File: config.mk
export PLATFORM = sky130hd
export DESIGN_NAME = pfs_frame_slot_timer
export DESIGN_NICKNAME = d
export VERILOG_FILES = /design/src/pfs_pkg.sv /design/src/pfs_clk_div.sv /design/src/pfs_sync_edge.sv /design/src/pfs_frame_slot_timer.sv
export SDC_FILE = /design/constraint.sdc
export NUM_CORES = 1
export LEC_CHECK = 0
export ABC_AREA = 1
export BUFFER_PORTS_ARGS = -buffer_cell sky130_fd_sc_hd__clkbuf_2
export CAP_MARGIN = 0
export CORE_AREA = 2 2 128 130
export CTS_CLUSTER_SIZE = 30
export DETAILED_ROUTE_END_ITERATION = 8
export DIE_AREA = 0 0 130 132
export MAX_ROUTING_LAYER = met4
export PLACE_DENSITY = 0.44
export SLEW_MARGIN = 20
export SYNTH_ARGS = -nofsm -noshare
export SYNTH_HDL_FRONTEND = slang
export SYNTH_SLANG_ARGS = --single-unit
File: constraint.sdc
create_clock -name clock -period 2.85 [get_ports clock]
set_clock_uncertainty 0.2 [all_clocks]
set_input_delay 0.285 -clock clock [delete_from_list [all_inputs] [get_ports clock]]
set_output_delay 0.285 -clock clock [all_outputs]
set_load 0.1 [all_outputs]
File: src/pfs_pkg.sv
// Purpose: Shared constants and types for the current-loop frame and slot timer.
// Assumes: 100 MHz system clock; 16 MHz main rate derived from it by accumulation.
// Notes:   Cycle, slot, bit and frame durations are counted in ticks of the 2 MHz or 2.67 MHz bit clock.
package pfs_pkg;

   // Transmission modes
   typedef enum logic [2:0] {
      PFS_A10_250 = 3'h0,   // Asynchronous 10-bit, 250 us cycle
      PFS_A10_500 = 3'h1,   // Asynchronous 10-bit, 500 us cycle
      PFS_P20_1L  = 3'h2,   // Synchronous 20-bit, one slot, low rate
      PFS_P20_2L  = 3'h3,   // Synchronous 20-bit, two slots, low rate
      PFS_P20_2H  = 3'h4,   // Synchronous 20-bit, two slots, high rate
      PFS_P20_3H  = 3'h5,   // Synchronous 20-bit, three slots, high rate
      PFS_P16_3H  = 3'h6,   // Synchronous 16-bit CRC, three slots
      PFS_P16_4H  = 3'h7    // Synchronous 16-bit CRC, four slots, 1000 us
   } pfs_mode_t;

   // Controller states, one-hot
   typedef enum logic [2:0] {
      PFS_ST_IDLE  = 3'b001,
      PFS_ST_WAIT  = 3'b010,
      PFS_ST_FRAME = 3'b100
   } pfs_state_t;

   // Clock derivation
   localparam int SYS_MHZ  = 100;
   localparam int MAIN_MHZ = 16;
   localparam int DIV_LO   = 8;    // 16 MHz / 8 = 2 MHz
   localparam int DIV_HI   = 6;    // 16 MHz / 6 = 2.67 MHz

   // Counter width, large enough for the 1000 us cycle at 2.67 MHz
   localparam int CNT_W = 12;
   localparam int BIT_W = 5;

   // Trigger detection bound
   localparam int TRIG_MAX_US  = 10;
   localparam int TRIG_MAX_CYC = TRIG_MAX_US * SYS_MHZ;

   // Asynchronous cycle lengths, 2 MHz ticks
   localparam logic [CNT_W-1:0] CYC_250L = 12'h1F4;   // 500
   localparam logic [CNT_W-1:0] CYC_500L = 12'h3E8;   // 1000

   // Bit durations
   localparam logic [CNT_W-1:0] BIT_L = 12'h010;      // 16 ticks of 2 MHz
   localparam logic [CNT_W-1:0] BIT_H = 12'h00E;      // 14 ticks of 2.67 MHz

   // Frame durations
   localparam logic [CNT_W-1:0] FRM_10L = 12'h0D0;    // 208
   localparam logic [CNT_W-1:0] FRM_20L = 12'h190;    // 400
   localparam logic [CNT_W-1:0] FRM_20H = 12'h15E;    // 350
   localparam logic [CNT_W-1:0] FRM_16H = 12'h126;    // 294

   // Slot start counts after the trigger
   localparam logic [CNT_W-1:0] S1_20L    = 12'h058;  // 88
   localparam logic [CNT_W-1:0] S2_20L    = 12'h21C;  // 540
   localparam logic [CNT_W-1:0] S1_2H     = 12'h077;  // 119
   localparam logic [CNT_W-1:0] S2_2H     = 12'h23A;  // 570
   localparam logic [CNT_W-1:0] S1_3H     = 12'h070;  // 112
   localparam logic [CNT_W-1:0] S2_3H     = 12'h1EA;  // 490
   localparam logic [CNT_W-1:0] S2_3H_V12 = 12'h1E2;  // 482
   localparam logic [CNT_W-1:0] S2_3H_V23 = 12'h20C;  // 524
   localparam logic [CNT_W-1:0] S3_3H     = 12'h389;  // 905

   // Fourth slot, nominal time converted to 2.67 MHz ticks
   localparam int SLOT4_NS = 493500;
   localparam int HI_KHZ   = MAIN_MHZ * 1000 / DIV_HI;
   localparam logic [CNT_W-1:0] S4_4H = CNT_W'(SLOT4_NS * MAIN_MHZ / DIV_HI / 1000);

endpackage

File: src/pfs_clk_div.sv
// Purpose: Bit clock enables from the 16 MHz main rate.
// Assumes: System clock is a whole number of MHz above 16 MHz.
// Notes:   Tick spacing jitters by one system cycle; average rates are exact.
`timescale 1ns/1ns
module pfs_clk_div
   import pfs_pkg::*;
(
   // Clock and reset
   input  wire logic clock,
   input  wire logic rst,
   // Enables
   output logic      tick_lo,
   output logic      tick_hi
);

   logic [6:0] acc_reg;
   logic       main_tick;
   logic [2:0] lo_cnt_reg;
   logic [2:0] hi_cnt_reg;

   // Fractional accumulator makes 16 MHz from 100 MHz without a PLL
   always_ff @(posedge clock) begin
      if (rst) begin
         acc_reg <= 7'h00;
      end else if (acc_reg + 7'(MAIN_MHZ) >= 7'(SYS_MHZ)) begin
         acc_reg <= acc_reg + 7'(MAIN_MHZ) - 7'(SYS_MHZ);
      end else begin
         acc_reg <= acc_reg + 7'(MAIN_MHZ);
      end
   end

   assign main_tick = (acc_reg + 7'(MAIN_MHZ) >= 7'(SYS_MHZ));

   // Divide by 8 and by 6 for the two bit clocks
   always_ff @(posedge clock) begin
      if (rst) begin
         lo_cnt_reg <= 3'h0;
         hi_cnt_reg <= 3'h0;
         tick_lo    <= 1'b0;
         tick_hi    <= 1'b0;
      end else begin
         tick_lo <= 1'b0;
         tick_hi <= 1'b0;
         if (main_tick) begin
            lo_cnt_reg <= (lo_cnt_reg == 3'(DIV_LO - 1)) ? 3'h0 : lo_cnt_reg + 3'h1;
            hi_cnt_reg <= (hi_cnt_reg == 3'(DIV_HI - 1)) ? 3'h0 : hi_cnt_reg + 3'h1;
            tick_lo    <= (lo_cnt_reg == 3'(DIV_LO - 1));
            tick_hi    <= (hi_cnt_reg == 3'(DIV_HI - 1));
         end
      end
   end

endmodule // pfs_clk_div

File: src/pfs_sync_edge.sv
// Purpose: Synchronise the sync pulse pin and mark its leading edge.
// Assumes: Sync pulse is wider than two system cycles.
// Notes:   Latency from pin rise to pulse is two system cycles.
`timescale 1ns/1ns
module pfs_sync_edge
   import pfs_pkg::*;
(
   // Clock and reset
   input  wire logic clock,
   input  wire logic rst,
   // Pin side
   input  wire logic sync_in,
   // Detection
   output logic      sync_det
);

   logic meta_reg;
   logic sync_reg;
   logic last_reg;

   // Two-stage synchroniser, then one stage for the edge
   always_ff @(posedge clock) begin
      if (rst) begin
         meta_reg <= 1'b0;
         sync_reg <= 1'b0;
         last_reg <= 1'b0;
      end else begin
         meta_reg <= sync_in;
         sync_reg <= meta_reg;
         last_reg <= sync_reg;
      end
   end

   // Few cycles, far inside the detection bound
   assign sync_det = sync_reg & ~last_reg;

endmodule // pfs_sync_edge

File: src/pfs_frame_slot_timer.sv
// Purpose: Frame and slot timing for a current-loop sensor transmitter.
// Assumes: Mode and slot inputs are steady while run_en is high.
// Notes:   Outputs mark frame and bit boundaries; frame content lies elsewhere.
`timescale 1ns/1ns
module pfs_frame_slot_timer
   import pfs_pkg::*;
(
   // Clock and reset
   input  wire logic             clock,
   input  wire logic             rst,
   // Link pin
   input  wire logic             sync_in,
   // Configuration
   input  wire logic             run_en,
   input  wire pfs_mode_t        mode,
   input  wire logic [1:0]       angle_slot,
   input  wire logic             vel_en,
   // Frame timing outputs
   output logic                  frame_start,
   output logic                  bit_strobe,
   output logic                  frame_active,
   output logic                  frame_is_vel,
   output logic [1:0]            frame_slot,
   output logic [BIT_W-1:0]      bit_index,
   output logic                  tx_abort,
   output logic                  sync_seen
);

   // Enables and detection
   logic tick_lo;
   logic tick_hi;
   logic sync_det;

   // One divider serves both rates, so they never drift apart
   pfs_clk_div u_div (
      .clock   (clock),
      .rst     (rst),
      .tick_lo (tick_lo),
      .tick_hi (tick_hi)
   );

   // Only the edge pulse of the pin reaches the sequencer
   pfs_sync_edge u_sync (
      .clock    (clock),
      .rst      (rst),
      .sync_in  (sync_in),
      .sync_det (sync_det)
   );

   // Mode properties
   // Small functions keep the per-mode tables in one place
   function automatic logic mode_hi(input pfs_mode_t m);
      return (m == PFS_P20_2H) || (m == PFS_P20_3H) ||
             (m == PFS_P16_3H) || (m == PFS_P16_4H);
   endfunction

   // Free-running modes ignore the sync line
   function automatic logic mode_async(input pfs_mode_t m);
      return (m == PFS_A10_250) || (m == PFS_A10_500);
   endfunction

   // Slots per cycle; zero in the free-running modes
   function automatic logic [2:0] slot_count(input pfs_mode_t m);
      unique case (m)
         PFS_P20_1L:             return 3'h1;
         PFS_P20_2L, PFS_P20_2H: return 3'h2;
         PFS_P20_3H, PFS_P16_3H: return 3'h3;
         PFS_P16_4H:             return 3'h4;
         default:                return 3'h0;
      endcase
   endfunction

   // Bit length in ticks of the selected bit clock
   function automatic logic [CNT_W-1:0] bit_len(input pfs_mode_t m);
      return mode_hi(m) ? BIT_H : BIT_L;
   endfunction

   // Frame length in ticks of the selected bit clock
   function automatic logic [CNT_W-1:0] frame_len(input pfs_mode_t m);
      unique case (m)
         PFS_A10_250, PFS_A10_500: return FRM_10L;
         PFS_P20_1L, PFS_P20_2L:   return FRM_20L;
         PFS_P20_2H, PFS_P20_3H:   return FRM_20H;
         default:                  return FRM_16H;
      endcase
   endfunction

   // Slot four exists only in the four-slot mode
   // Start count of a slot; slot two of the three-slot modes depends on pairing
   function automatic logic [CNT_W-1:0] slot_start(input pfs_mode_t m,
                                                   input logic [1:0] s,
                                                   input logic       v,
                                                   input logic [1:0] a);
      logic [CNT_W-1:0] r;
      r = S1_20L;
      unique case (m)
         PFS_P20_1L, PFS_P20_2L:
            r = (s == 2'h0) ? S1_20L : S2_20L;
         PFS_P20_2H:
            r = (s == 2'h0) ? S1_2H : S2_2H;
         PFS_P20_3H, PFS_P16_3H, PFS_P16_4H: begin
            if (s == 2'h0) begin
               r = S1_3H;
            end else if (s == 2'h1) begin
               if (v && a == 2'h0) begin
                  r = S2_3H_V12;
               end else if (v && a == 2'h1) begin
                  r = S2_3H_V23;
               end else begin
                  r = S2_3H;
               end
            end else if (s == 2'h2) begin
               r = S3_3H;
            end else begin
               r = S4_4H;
            end
         end
         default: r = S1_20L;
      endcase
      return r;
   endfunction

   // Selected bit clock and derived settings
   // All follow mode, which must stay put during a run
   logic             tick;
   logic             is_async;
   logic             vel_ok;
   logic             slot_ok;
   logic [CNT_W-1:0] cur_start;
   logic [CNT_W-1:0] cur_frame;
   logic [CNT_W-1:0] cur_bit;
   logic [CNT_W-1:0] cur_cycle;

   // Rate follows the mode so all counters share one time base
   assign tick      = mode_hi(mode) ? tick_hi : tick_lo;
   assign is_async  = mode_async(mode);
   assign slot_ok   = ({1'b0, angle_slot} < slot_count(mode));
   // Velocity needs a following slot, so single-slot mode never pairs
   assign vel_ok    = vel_en && ({1'b0, angle_slot} + 3'h1 < slot_count(mode));
   assign cur_frame = frame_len(mode);
   assign cur_bit   = bit_len(mode);
   // Cycle length matters only in the free-running modes
   assign cur_cycle = (mode == PFS_A10_250) ? CYC_250L : CYC_500L;

   // Control state
   // One sequencer serves free-running and slot modes
   pfs_state_t       state_reg;
   logic [CNT_W-1:0] slot_tmr_reg;
   logic [CNT_W-1:0] cyc_tmr_reg;
   logic [CNT_W-1:0] frm_cnt_reg;
   logic [CNT_W-1:0] bit_cnt_reg;
   logic [1:0]       slot_reg;
   logic             second_reg;
   logic             run_q_reg;

   // Decoded events, all but restart qualified by the selected tick
   logic [CNT_W-1:0] slot_tmr_next;
   logic             async_fire;
   logic             slot_hit;
   logic             frame_end;
   logic             bit_end;
   logic             restart;

   // Start count follows the slot now waited for
   assign cur_start     = slot_start(mode, slot_reg, vel_ok, angle_slot);
   assign slot_tmr_next = slot_tmr_reg + 12'h001;

   // A sync aimed outside the mode's slots starts nothing
   assign restart       = run_en && !is_async && sync_det && slot_ok;

   // Waiting for the arm stage keeps the first tick from
   // being used twice, which would stretch the first period
   assign async_fire    = run_en && run_q_reg && is_async && tick && (cyc_tmr_reg == 12'h000);

   // Timer value after this tick equals the start count
   assign slot_hit      = (state_reg == PFS_ST_WAIT) && tick && (slot_tmr_next == cur_start);

   // Bit and frame ends fall on the last tick of a span
   assign bit_end       = tick && (bit_cnt_reg + 12'h001 == cur_bit);
   assign frame_end     = (state_reg == PFS_ST_FRAME) && tick &&
                          (frm_cnt_reg + 12'h001 == cur_frame);

   // Arm latch: run_en edge releases the async cycle from a clean phase
   always_ff @(posedge clock) begin
      if (rst) begin
         run_q_reg <= 1'b0;
      end else begin
         run_q_reg <= run_en;
      end
   end

   // Asynchronous cycle counter, free of any sync pulse
   // Held at zero while stopped, so each run starts clean
   always_ff @(posedge clock) begin
      if (rst || !run_en || !is_async || !run_q_reg) begin
         cyc_tmr_reg <= 12'h000;
      end else if (tick) begin
         if (cyc_tmr_reg + 12'h001 == cur_cycle) begin
            cyc_tmr_reg <= 12'h000;
         end else begin
            cyc_tmr_reg <= cyc_tmr_reg + 12'h001;
         end
      end
   end

   // Slot timer measures bit-clock ticks since the last sync
   // Saturating keeps a lost sync from faking a slot
   always_ff @(posedge clock) begin
      if (rst) begin
         slot_tmr_reg <= 12'h000;
      end else if (restart) begin
         slot_tmr_reg <= 12'h000;
      end else if (tick && slot_tmr_reg != 12'hFFF) begin
         slot_tmr_reg <= slot_tmr_next;                // Saturates rather than wraps
      end
   end

   // Sequencer: wait for slot, send frame, then optional velocity slot
   always_ff @(posedge clock) begin
      if (rst || !run_en) begin
         state_reg  <= PFS_ST_IDLE;
         slot_reg   <= 2'h0;
         second_reg <= 1'b0;
      end else if (restart) begin
         state_reg  <= PFS_ST_WAIT;
         slot_reg   <= angle_slot;
         second_reg <= vel_ok;
      end else begin
         unique case (state_reg)
            PFS_ST_IDLE: begin
               // Only the free-running cycle leaves idle alone
               if (async_fire) begin
                  state_reg <= PFS_ST_FRAME;
               end
            end
            PFS_ST_WAIT: begin
               // A free-running mode drops the pending slot
               if (is_async) begin
                  state_reg <= PFS_ST_IDLE;
               end else if (slot_hit) begin
                  state_reg <= PFS_ST_FRAME;
               end
            end
            PFS_ST_FRAME: begin
               if (frame_end) begin
                  if (second_reg) begin
                     // Velocity frame waits for the next slot
                     state_reg  <= PFS_ST_WAIT;
                     slot_reg   <= slot_reg + 2'h1;
                     second_reg <= 1'b0;
                  end else begin
                     state_reg <= PFS_ST_IDLE;
                  end
               end
            end
            // Codes that are not one-hot fall back to idle
            default: state_reg <= PFS_ST_IDLE;
         endcase
      end
   end

   // Frame and bit counters
   // Both restart at each frame start and accepted sync
   logic start_now;
   assign start_now = !restart && (async_fire && state_reg == PFS_ST_IDLE || slot_hit);

   always_ff @(posedge clock) begin
      if (rst || !run_en || restart || start_now) begin
         frm_cnt_reg <= 12'h000;
         bit_cnt_reg <= 12'h000;
      end else if (state_reg == PFS_ST_FRAME && tick) begin
         frm_cnt_reg <= frm_cnt_reg + 12'h001;
         bit_cnt_reg <= bit_end ? 12'h000 : bit_cnt_reg + 12'h001;
      end
   end

   // Output pulses and frame markers, all registered
   // The first bit starts together with the frame
   always_ff @(posedge clock) begin
      if (rst) begin
         frame_start  <= 1'b0;
         bit_strobe   <= 1'b0;
         tx_abort     <= 1'b0;
         sync_seen    <= 1'b0;
      end else begin
         frame_start  <= start_now;
         bit_strobe   <= start_now ||
                         (state_reg == PFS_ST_FRAME && bit_end && !frame_end && !restart);
         // Abort only when something was scheduled or on the wire
         tx_abort     <= restart && (state_reg != PFS_ST_IDLE);
         // Reported even for a slot the mode lacks
         sync_seen    <= run_en && !is_async && sync_det;
      end
   end

   // Frame identity and bit position
   // Abort and frame end win over a start in one cycle
   always_ff @(posedge clock) begin
      if (rst || !run_en) begin
         frame_active <= 1'b0;
         frame_is_vel <= 1'b0;
         frame_slot   <= 2'h0;
         bit_index    <= '0;
      end else if (restart || frame_end) begin
         frame_active <= 1'b0;
         bit_index    <= '0;
      end else if (start_now) begin
         frame_active <= 1'b1;
         // A frame outside the angle slot is the velocity one
         frame_is_vel <= !is_async && (slot_reg != angle_slot);
         frame_slot   <= is_async ? 2'h0 : slot_reg;
         bit_index    <= '0;
      end else if (state_reg == PFS_ST_FRAME && bit_end) begin
         bit_index    <= bit_index + 5'h01;
      end
   end

endmodule // pfs_frame_slot_timer

==> metrics.yaml, run 1 <==
status: "finished, final reports clean"
fp.dieW_um: 130
cp.required_ns: 2.93
grt_usage: 0.166
syn_avg_cell_area_um2: 6.75
rsz0062_at_grt: "true"
numCtsBuffers: 9
num_antenna_cells: 0
critPathArrivalTime_ns: 2.69
power.leakage_nw: 2.55
critPathMaxStageDelay_ns: 0.37
crit_path_top_delay_cell: "dfxtp_1"
synth_cell_types: 47
wl_met2_um: 5650
htreeDepth: 3
path_cells: "ha_2 -> nand4_1 -> nor3_2 -> xor2_1 -> a21oi_2 -> o21ai_1 -> nor3_2 -> nand2_2 -> nor2_4 -> inv_2 -> nor2_1 -> xor2_1 -> inv_1 -> nor2_1"
fmax_mhz: 384
worst_setup_path_start_kind: "flip-flop"
die_area_mm2: 0.0172
rows: 46
grt_pass1_vias: 4525
timing.rr.end: "bit_index[4]"
hp-class: "in2reg"
post-route-util: 0.390
hold_viol_final: 0
wl_met1_um: 6950
wl_per_cell_um: 12.8
synth_seq_cells: 84
slew_violations: 0
drt-total-wl_um: 13200
worstHoldEndpoint: "run_q_reg"
critPathBufInv: 2
crit_family: "simple AND/OR/NAND/NOR gates"
place_congestion: 0.843
worst_pin_slew_ns: 0.652
clock-sinks: 84
syn_inst: 754
worstHoldStart: "rst"
synth_warnings: 0
max-cap-violations: 0
detail-route-antenna-nets: 0
setup-violations-final: 0
first_pass_iters: 5
r2r-start: "bit_cnt_reg[0]"
met3_length_um: 467
max_slew_margin: 0.565
holdWs_ns: 0.0883
drc: 0
peakVddDrop_v: 0.000286
synth_ff_type: "dfxtp_1"
vias: 4830
port_buffers: 22
end_kind: "flip-flop"
grt_pass1_wl_um: 22100
io_pins: 23
top_layer: "met4"
antenna_found_initial: 0
start_util: 0.324
core_mm2: 0.0157
r2r_cells: 14
final_common_cell: "nand2_1"
critical_path_class: "reg2reg"
critical_path_peak_fanout: 4
fin_crit_sh: 0.915
fp.dieH_um: 132
fin_crit_ns: 2.61
final_cell_mix: "167 x nand2_1, 106 x inv_1, 85 x nor2_1"
power_density_mw_per_mm2: 430
synth_edf_count: 0
cts_tree: "yes"
synth.net_count: 786
drt_iter0_drc: 211
grt_max_degree: 27
root_buffer: "clkbuf_16"
syn_to_final_growth_pct: 20.4
final_nets: 845
rrSetupSlack_ns: 0.24
async_reset_ff_frac: 0
grt_overflow: 0
synth_seq_area_share: 0.330
clock_latency_ns: 0.35
cts_max_path_buffers: 2
post_drt_via_cell_ratio: 4.67
whs_path_depth: 3
dp_hpwl_um: 10100
drive_above_1_share: 0.156
mappedNetlistArea_mm2: 0.00509
path_clk_slew_ns: 0.07
-- report_power, final --
part,internal [mW],leakage [nW],switching [mW]
logic,0.0756,1.72,0.128
registers,1.19,0.679,0.0123
clock network,0.695,0.149,0.532
total,1.96,2.55,0.672
-- how the worst max path moves through the flow --
stage	start	end	slack, ns	depth (start not counted)
final	bit_cnt_reg[0]	bit_index[4]	0.24	14
after global routing	bit_cnt_reg[0]	bit_index[3]	-0.05	15
after CTS	slot_tmr_reg[0]	frame_is_vel	0.1	16
after detailed placement	mode[2]	bit_cnt_reg[3]	0.12	11
after global placement	slot_tmr_reg[0]	bit_strobe	0.11	14
after floorplan	slot_reg[0]	bit_cnt_reg[3]	0.35	17
-- kinds of logic after synthesis --
| group | Yosys count | synth area share |
|---|---|---|
| compound gates | 115 | 0.129 |
| xor+xnor | 37 | 0.0636 |
| fa+ha+maj | 22 | 0.0541 |
| buf+inv | 128 | 0.0975 |
| flops | 84 | 0.330 |
| simple gates | 368 | 0.326 |
-- cell type report --
| cell class | count | area [um^2] |
|---|---|---|
| clock buffer | 9 | 225 |
| clock inverter | 7 | 83.8 |
| inverter | 113 | 424 |
| fill | 1676 | 9580 |
| tap | 216 | 270 |
| multi-input combinational | 542 | 2990 |
| timing repair buffer | 63 | 449 |
| sequential | 84 | 1690 |
-- synthesized netlist by cell type (4+ instances only) --
cell      number  area [um^2]
nand3_1       46          230
inv_1        107          402
nand2_1      168          631
clkbuf_1      12         45.0
dfxtp_1       84         1680
ha_1          22          275
inv_2          5         18.8
nor2_2         4         25.0
o21ai_0       44          220
nand4_1       15         93.8
a21oi_1       45          225
nand3b_1       6         45.0
xor2_1        29          254
a211oi_1       5         37.5
nor3_1        15         75.1
nand3_2        5         50.1
nor2_1        87          327
xnor2_1        8         70.1
a22oi_1        4         30.0
or2_2          4         25.0
nor4_1         6         37.5
-- per-stage QoR --
step	power (mW)	TNS (ns)	setup slack (ns)	instances	instance area [um^2]
CTS	2.68	0	0.0974	1032	6030
global route	2.76	-0.102	-0.0493	1034	6130
finish	2.63	0	0.243	1034	6130
global placement	1.43	0	0.114	1015	5710
detailed placement	1.43	0	0.124	1015	5710
floorplan	1.37	0	0.354	754	5090
-- layer usage --
metal	up-vias	track usage
met5	-	-
met4	0	0.0436
met3	11	0.0317
met2	65	0.238
met1	2199	0.238
li1	2555	-
-- timing repair --
item,4_1_cts,5_1_grt
buffers inserted,0,2
resized for setup,0,24
endpoints found under the hold margin,1,0
hold buffers,1,0
endpoints found under the setup margin,0,40
-- worst min-delay path, cell delays in order --
cell,delay [ns]
clkbuf_2,0.10
nor2_2,0.04
buf_4,0.16
(Power assumes the default switching activity.)
==> run 2: changes to the inputs <==
- CELL_PAD_IN_SITES_DETAIL_PLACEMENT: default -> 0
- CELL_PAD_IN_SITES_GLOBAL_PLACEMENT: default -> 1
- PLACE_DENSITY: 0.44 -> 0.58
==> metrics.yaml, run 2 (synthesized netlist as in run 1, its figures left out) <==
placedCellCount: 1013  # -0.20%
pwr-share-comb: 0.076  # about the same
numCtsBuffers: 9  # unchanged
worst_pin_slew_ns: 0.665  # +0.0132 ns
io_pins: 23  # unchanged
met3_usage: 0.0349  # +0.00325
status: "finished, final reports clean"
p_clk_frac: 0.467  # about the same
clock_latency_ns: 0.36  # about the same
setup_tns_ns: 0  # unchanged
peakVddDrop_v: 0.000253  # -12%
first_pass_iters: 4  # -1
grt_use_met1: 0.238  # about the same
clock-sinks: 84  # unchanged
grt_max_degree: 27  # unchanged
wl_per_cell_um: 13.0  # +1.8%
fin_crit_sh: 0.920  # +0.00538
port_buffers: 22  # unchanged
worstHoldEndpoint: "run_q_reg"
r2r-start: "state_reg[2]"
sw_frac_of_total: 0.256  # +0.00110
whs_path_depth: 3  # unchanged
hold_viol_final: 0  # unchanged
rsz0062_at_grt: "false"
hp-class: "in2reg"
place_congestion: 0.797  # -5.4%
critical_path_peak_fanout: 26  # +22
drive_above_1_share: 0.152  # -0.00415
setup-violations-final: 0  # unchanged
rows: 46  # unchanged
drc: 0  # unchanged
die_area_mm2: 0.0172  # unchanged
max-cap-violations: 0  # unchanged
power.leakage_nw: 2.53  # -0.77%
path_clk_slew_ns: 0.07  # about the same
fp.dieH_um: 132  # unchanged
antenna_found_initial: 0  # unchanged
fin_cells: 1030  # -0.39%
num_antenna_cells: 0  # unchanged
start_util: 0.324  # unchanged
final_nets: 841  # -0.47%
syn_to_final_growth_pct: 19.4
internal_power_mw: 1.96  # about the same
power_density_mw_per_mm2: 433  # +0.90%
core_mm2: 0.0157  # unchanged
grt_overflow: 0  # unchanged
p_seq_frac: 0.457  # about the same
critical_path_class: "reg2reg"
fin_crit_ns: 2.62  # +0.0153 ns
post-route-util: 0.387  # -0.00326
final_cell_mix: "166 x nand2_1, 106 x inv_1, 85 x nor2_1"
max_slew_margin: 0.556  # -0.00882
drt_iter0_drc: 301  # +43%
timing.rr.end: "bit_cnt_reg[3]"
fmax_mhz: 381  # -0.59%
final_common_cell: "nand2_1"
cts_max_path_buffers: 2  # unchanged
critPathArrivalTime_ns: 2.71  # +0.02 ns
worstHoldStart: "run_en"
met2_usage: 0.247  # +0.00931
grt_pass1_vias: 4577  # +1.1%
dp_hpwl_um: 10300  # +1.9%
root_buffer: "clkbuf_16"
grt_usage: 0.170  # +0.00364
vias: 4812  # -0.37%
drt-total-wl_um: 13400  # +1.4%
fp.dieW_um: 130  # unchanged
rrSetupSlack_ns: 0.23  # -0.02 ns
detail-route-antenna-nets: 0  # unchanged
post_drt_via_cell_ratio: 4.67  # about the same
worst_setup_path_start_kind: "flip-flop"
postCtsSetupBuffers: 0  # unchanged
r2r_cells: 9  # -5
switchingPower_mw: 0.676  # +0.49%
cp.required_ns: 2.94  # about the same
slew_violations: 0  # unchanged
grt_pass1_wl_um: 22500  # +1.8%
grt_most_used_layer: "met2"
end_kind: "flip-flop"
htreeDepth: 3  # unchanged
cts_tree: "yes"
run 2: cell type report:
cell class / count / area (um^2)
clock buffers: 9 / 225
multi-input cells: 542 / 2980
well taps: 216 / 270
repair buffers: 59 / 415
fillers: 1683 / 9630
clock inverters: 7 / 82.6
flip-flops and latches: 84 / 1690
inverters: 113 / 424
run 2: routing by layer:
layer	vias up	routed length (um)
li1	2554	-
met5	-	0
met4	0	165
met2	80	5780
met1	2168	7040
met3	10	446
run 2: worst max-delay path, cell delays in order, from the launching register on:
cell and delay (ns):
dfxtp_1 0.36, inv_1 0.07, nor3_2 0.25, inv_1 0.09
nor2_1 0.26, buf_4 0.33, inv_1 0.36, a21oi_1 0.37
a32oi_1 0.14, nor2_1 0.10
run 2: worst max path at each step:
stage                        from         endpoint  slack, ns
CTS                   slot_reg[0]     bit_index[4]       0.14
global route          slot_reg[0]  frm_cnt_reg[11]      0.004
floorplan             slot_reg[0]   bit_cnt_reg[3]       0.35
finish               state_reg[2]   bit_cnt_reg[3]       0.23
detailed placement  angle_slot[0]     bit_index[4]       0.09
global placement          mode[2]   bit_cnt_reg[3]       0.06
run 2: metrics by stage:
stage | total power [mW] | setup WS [ns] | hold slack, ns | instance area, um^2
floorplan | 1.37 | 0.354 | 0.188 | 5090
global placement | 1.43 | 0.0565 | 0.195 | 5700
detailed placement | 1.43 | 0.0922 | 0.201 | 5700
CTS | 2.67 | 0.143 | 0.0303 | 6010
global route | 2.75 | 0.00376 | 0.0574 | 6080
finish | 2.64 | 0.228 | 0.0444 | 6080
run 2: power by group through the flow:
stage	logic [mW]	clock network (mW)	registers, mW
global route	0.230	1.31	1.21
global placement	0.198	0	1.23
detailed placement	0.200	0	1.23
floorplan	0.136	0	1.23
finish	0.201	1.23	1.20
CTS	0.202	1.26	1.20
run 2: repair_timing:
action                                  4_1_cts  5_1_grt
endpoints found under the setup margin        0       44
hold buffers                                  1        0
resized for setup                             0       21
endpoints found under the hold margin         1        0
==> run 3: changes to the inputs <==
- RECOVER_POWER: default -> 100
==> metrics.yaml, run 3 (synthesized netlist as in run 1, its figures left out) <==
r2r_cells: 9  # unchanged
num_antenna_cells: 0  # unchanged
holdWs_ns: 0.0857  # +0.0413 ns
final_common_cell: "nand2_1"
num-fill-cells: 1700  # +1.0%
vias: 4794  # -0.37%
internal_power_mw: 1.96  # -0.13%
syn_to_final_growth_pct: 18.5
fp.dieH_um: 132  # unchanged
place_congestion: 0.797  # unchanged
dp_hpwl_um: 10300  # unchanged
worst_pin_slew_ns: 1.19  # +0.528 ns
final_cell_mix: "166 x nand2_1, 107 x inv_1, 86 x nor2_1"
wl_per_cell_um: 13.0  # -0.16%
critical_path_peak_fanout: 26  # unchanged
io_pins: 23  # unchanged
rrSetupSlack_ns: 0.22  # about the same
fp.dieW_um: 130  # unchanged
clock-sinks: 84  # unchanged
hp-class: "in2reg"
worstHoldStart: "run_en"
wl_met1_um: 7070  # +0.41%
htreeDepth: 3  # unchanged
slew_violations: 0  # unchanged
wl_met2_um: 5760  # -0.21%
whs_path_depth: 5  # +2
first_pass_iters: 5  # +1
r2r-start: "state_reg[2]"
drt-total-wl_um: 13400  # -0.16%
drive_above_1_share: 0.128  # -0.0246
total_power_mw: 2.63  # -0.19%
grt_pass1_wl_um: 22500  # unchanged
hold_viol_final: 0  # unchanged
antenna_found_initial: 0  # unchanged
p_clk_frac: 0.467  # about the same
peakVddDrop_v: 0.000253  # -0.13%
cp.required_ns: 2.94  # about the same
sw_frac_of_total: 0.256  # -0.000423
timing.rr.end: "bit_cnt_reg[3]"
postCtsSetupBuffers: 0  # unchanged
setup-violations-final: 0  # unchanged
multi_input_area_mm2: 0.00297  # -0.25%
grt_usage: 0.170  # unchanged
worstHoldEndpoint: "sync_seen"
fmax_mhz: 381  # -0.14%
max_slew_margin: 0.208  # -0.348
grt_pass1_vias: 4577  # unchanged
detail-route-antenna-nets: 0  # unchanged
drt_iter0_drc: 315  # +4.7%
cts_tree: "yes"
setup_tns_ns: 0  # unchanged
start_util: 0.324  # unchanged
register_area_mm2: 0.00169  # unchanged
top_layer: "met4"
clock_latency_ns: 0.36  # about the same
power.leakage_nw: 2.47  # -2.4%
grt_max_degree: 27  # unchanged
critical_path_class: "reg2reg"
final_nets: 841  # unchanged
grt_overflow: 0  # unchanged
path_clk_slew_ns: 0.07  # about the same
switchingPower_mw: 0.673  # -0.35%
worst_setup_path_start_kind: "flip-flop"
root_buffer: "clkbuf_16"
port_buffers: 22  # unchanged
drc: 0  # unchanged
core_mm2: 0.0157  # unchanged
pwr-share-comb: 0.075  # about the same
die_area_mm2: 0.0172  # unchanged
post_drt_via_cell_ratio: 4.65  # -0.37%
numCtsBuffers: 9  # unchanged
fin_crit_ns: 2.63  # +0.00373 ns
power_density_mw_per_mm2: 436  # +0.54%
p_seq_frac: 0.458  # about the same
met3_length_um: 405  # -9.2%
critPathArrivalTime_ns: 2.72  # about the same
fin_crit_sh: 0.921  # +0.00131
status: "finished, final reports clean"
cts_max_path_buffers: 2  # unchanged
max-cap-violations: 0  # unchanged
end_kind: "flip-flop"
rows: 46  # unchanged
## run 3: cell count changes in the layout (fill, tap and decap cells not counted), sizes merged
cell,delta
buf,-6
clkbuf,+6
## run 3: what timing repair did
item                                    CTS  global route
endpoints found under the setup margin    0            44
hold buffers                              1             0
hold endpoints to repair                  1             0
gates resized for setup                   0            21
## run 3: critical path: stages, from the launching register on
cell	delay, ns
dfxtp_1	0.36
inv_1	0.07
nor3_2	0.25
inv_1	0.09
nor2_1	0.26
buf_4	0.33
inv_1	0.37
a21oi_1	0.37
a32oi_1	0.14
nor2_1	0.10
## run 3: layout make-up
class	count	area share
Tap cell	216	0.0448
Multi-Input combinational cell	542	0.492
Timing Repair Buffer	59	0.0628
Inverter	113	0.0703
Clock buffer	9	0.0373
Sequential cell	84	0.279
Clock inverter	7	0.0137
## run 3: power groups by stage
stage          Sequential, mW  Clock, mW  Combinational, mW
2_1_floorplan            1.23          0              0.136
3_3_place_gp             1.23          0              0.198
3_5_place_dp             1.23          0              0.200
4_1_cts                  1.20       1.26              0.202
5_1_grt                  1.21       1.31              0.227
6_report                 1.20       1.23              0.198
## run 3: metal layers
layer / vias to the layer above / GRT usage
met5: - / -
met4: 0 / 0.0454
met3: 10 / 0.0349
met2: 59 / 0.247
met1: 2173 / 0.238
li1: 2552 / -
## run 3: worst max path at each step
stage / from / slack, ns / end / depth (start not counted)
2_1_floorplan: slot_reg[0] / 0.35 / bit_cnt_reg[3] / 17
3_3_place_gp: mode[2] / 0.06 / bit_cnt_reg[3] / 11
3_5_place_dp: angle_slot[0] / 0.09 / bit_index[4] / 17
4_1_cts: slot_reg[0] / 0.14 / bit_index[4] / 16
5_1_grt: mode[2] / -0.003 / bit_cnt_reg[1] / 11
6_report: state_reg[2] / 0.22 / bit_cnt_reg[3] / 9
## run 3: through the flow
stage / instances / setup WS, ns / cell area [um^2] / util
2_1_floorplan: 754 / 0.354 / 5090 / -
3_3_place_gp: 1013 / 0.0565 / 5700 / 0.362
6_report: 1030 / 0.224 / 6040 / 0.384
4_1_cts: 1030 / 0.143 / 6010 / 0.383
5_1_grt: 1030 / -0.00335 / 6040 / 0.384
3_5_place_dp: 1013 / 0.0922 / 5700 / 0.362
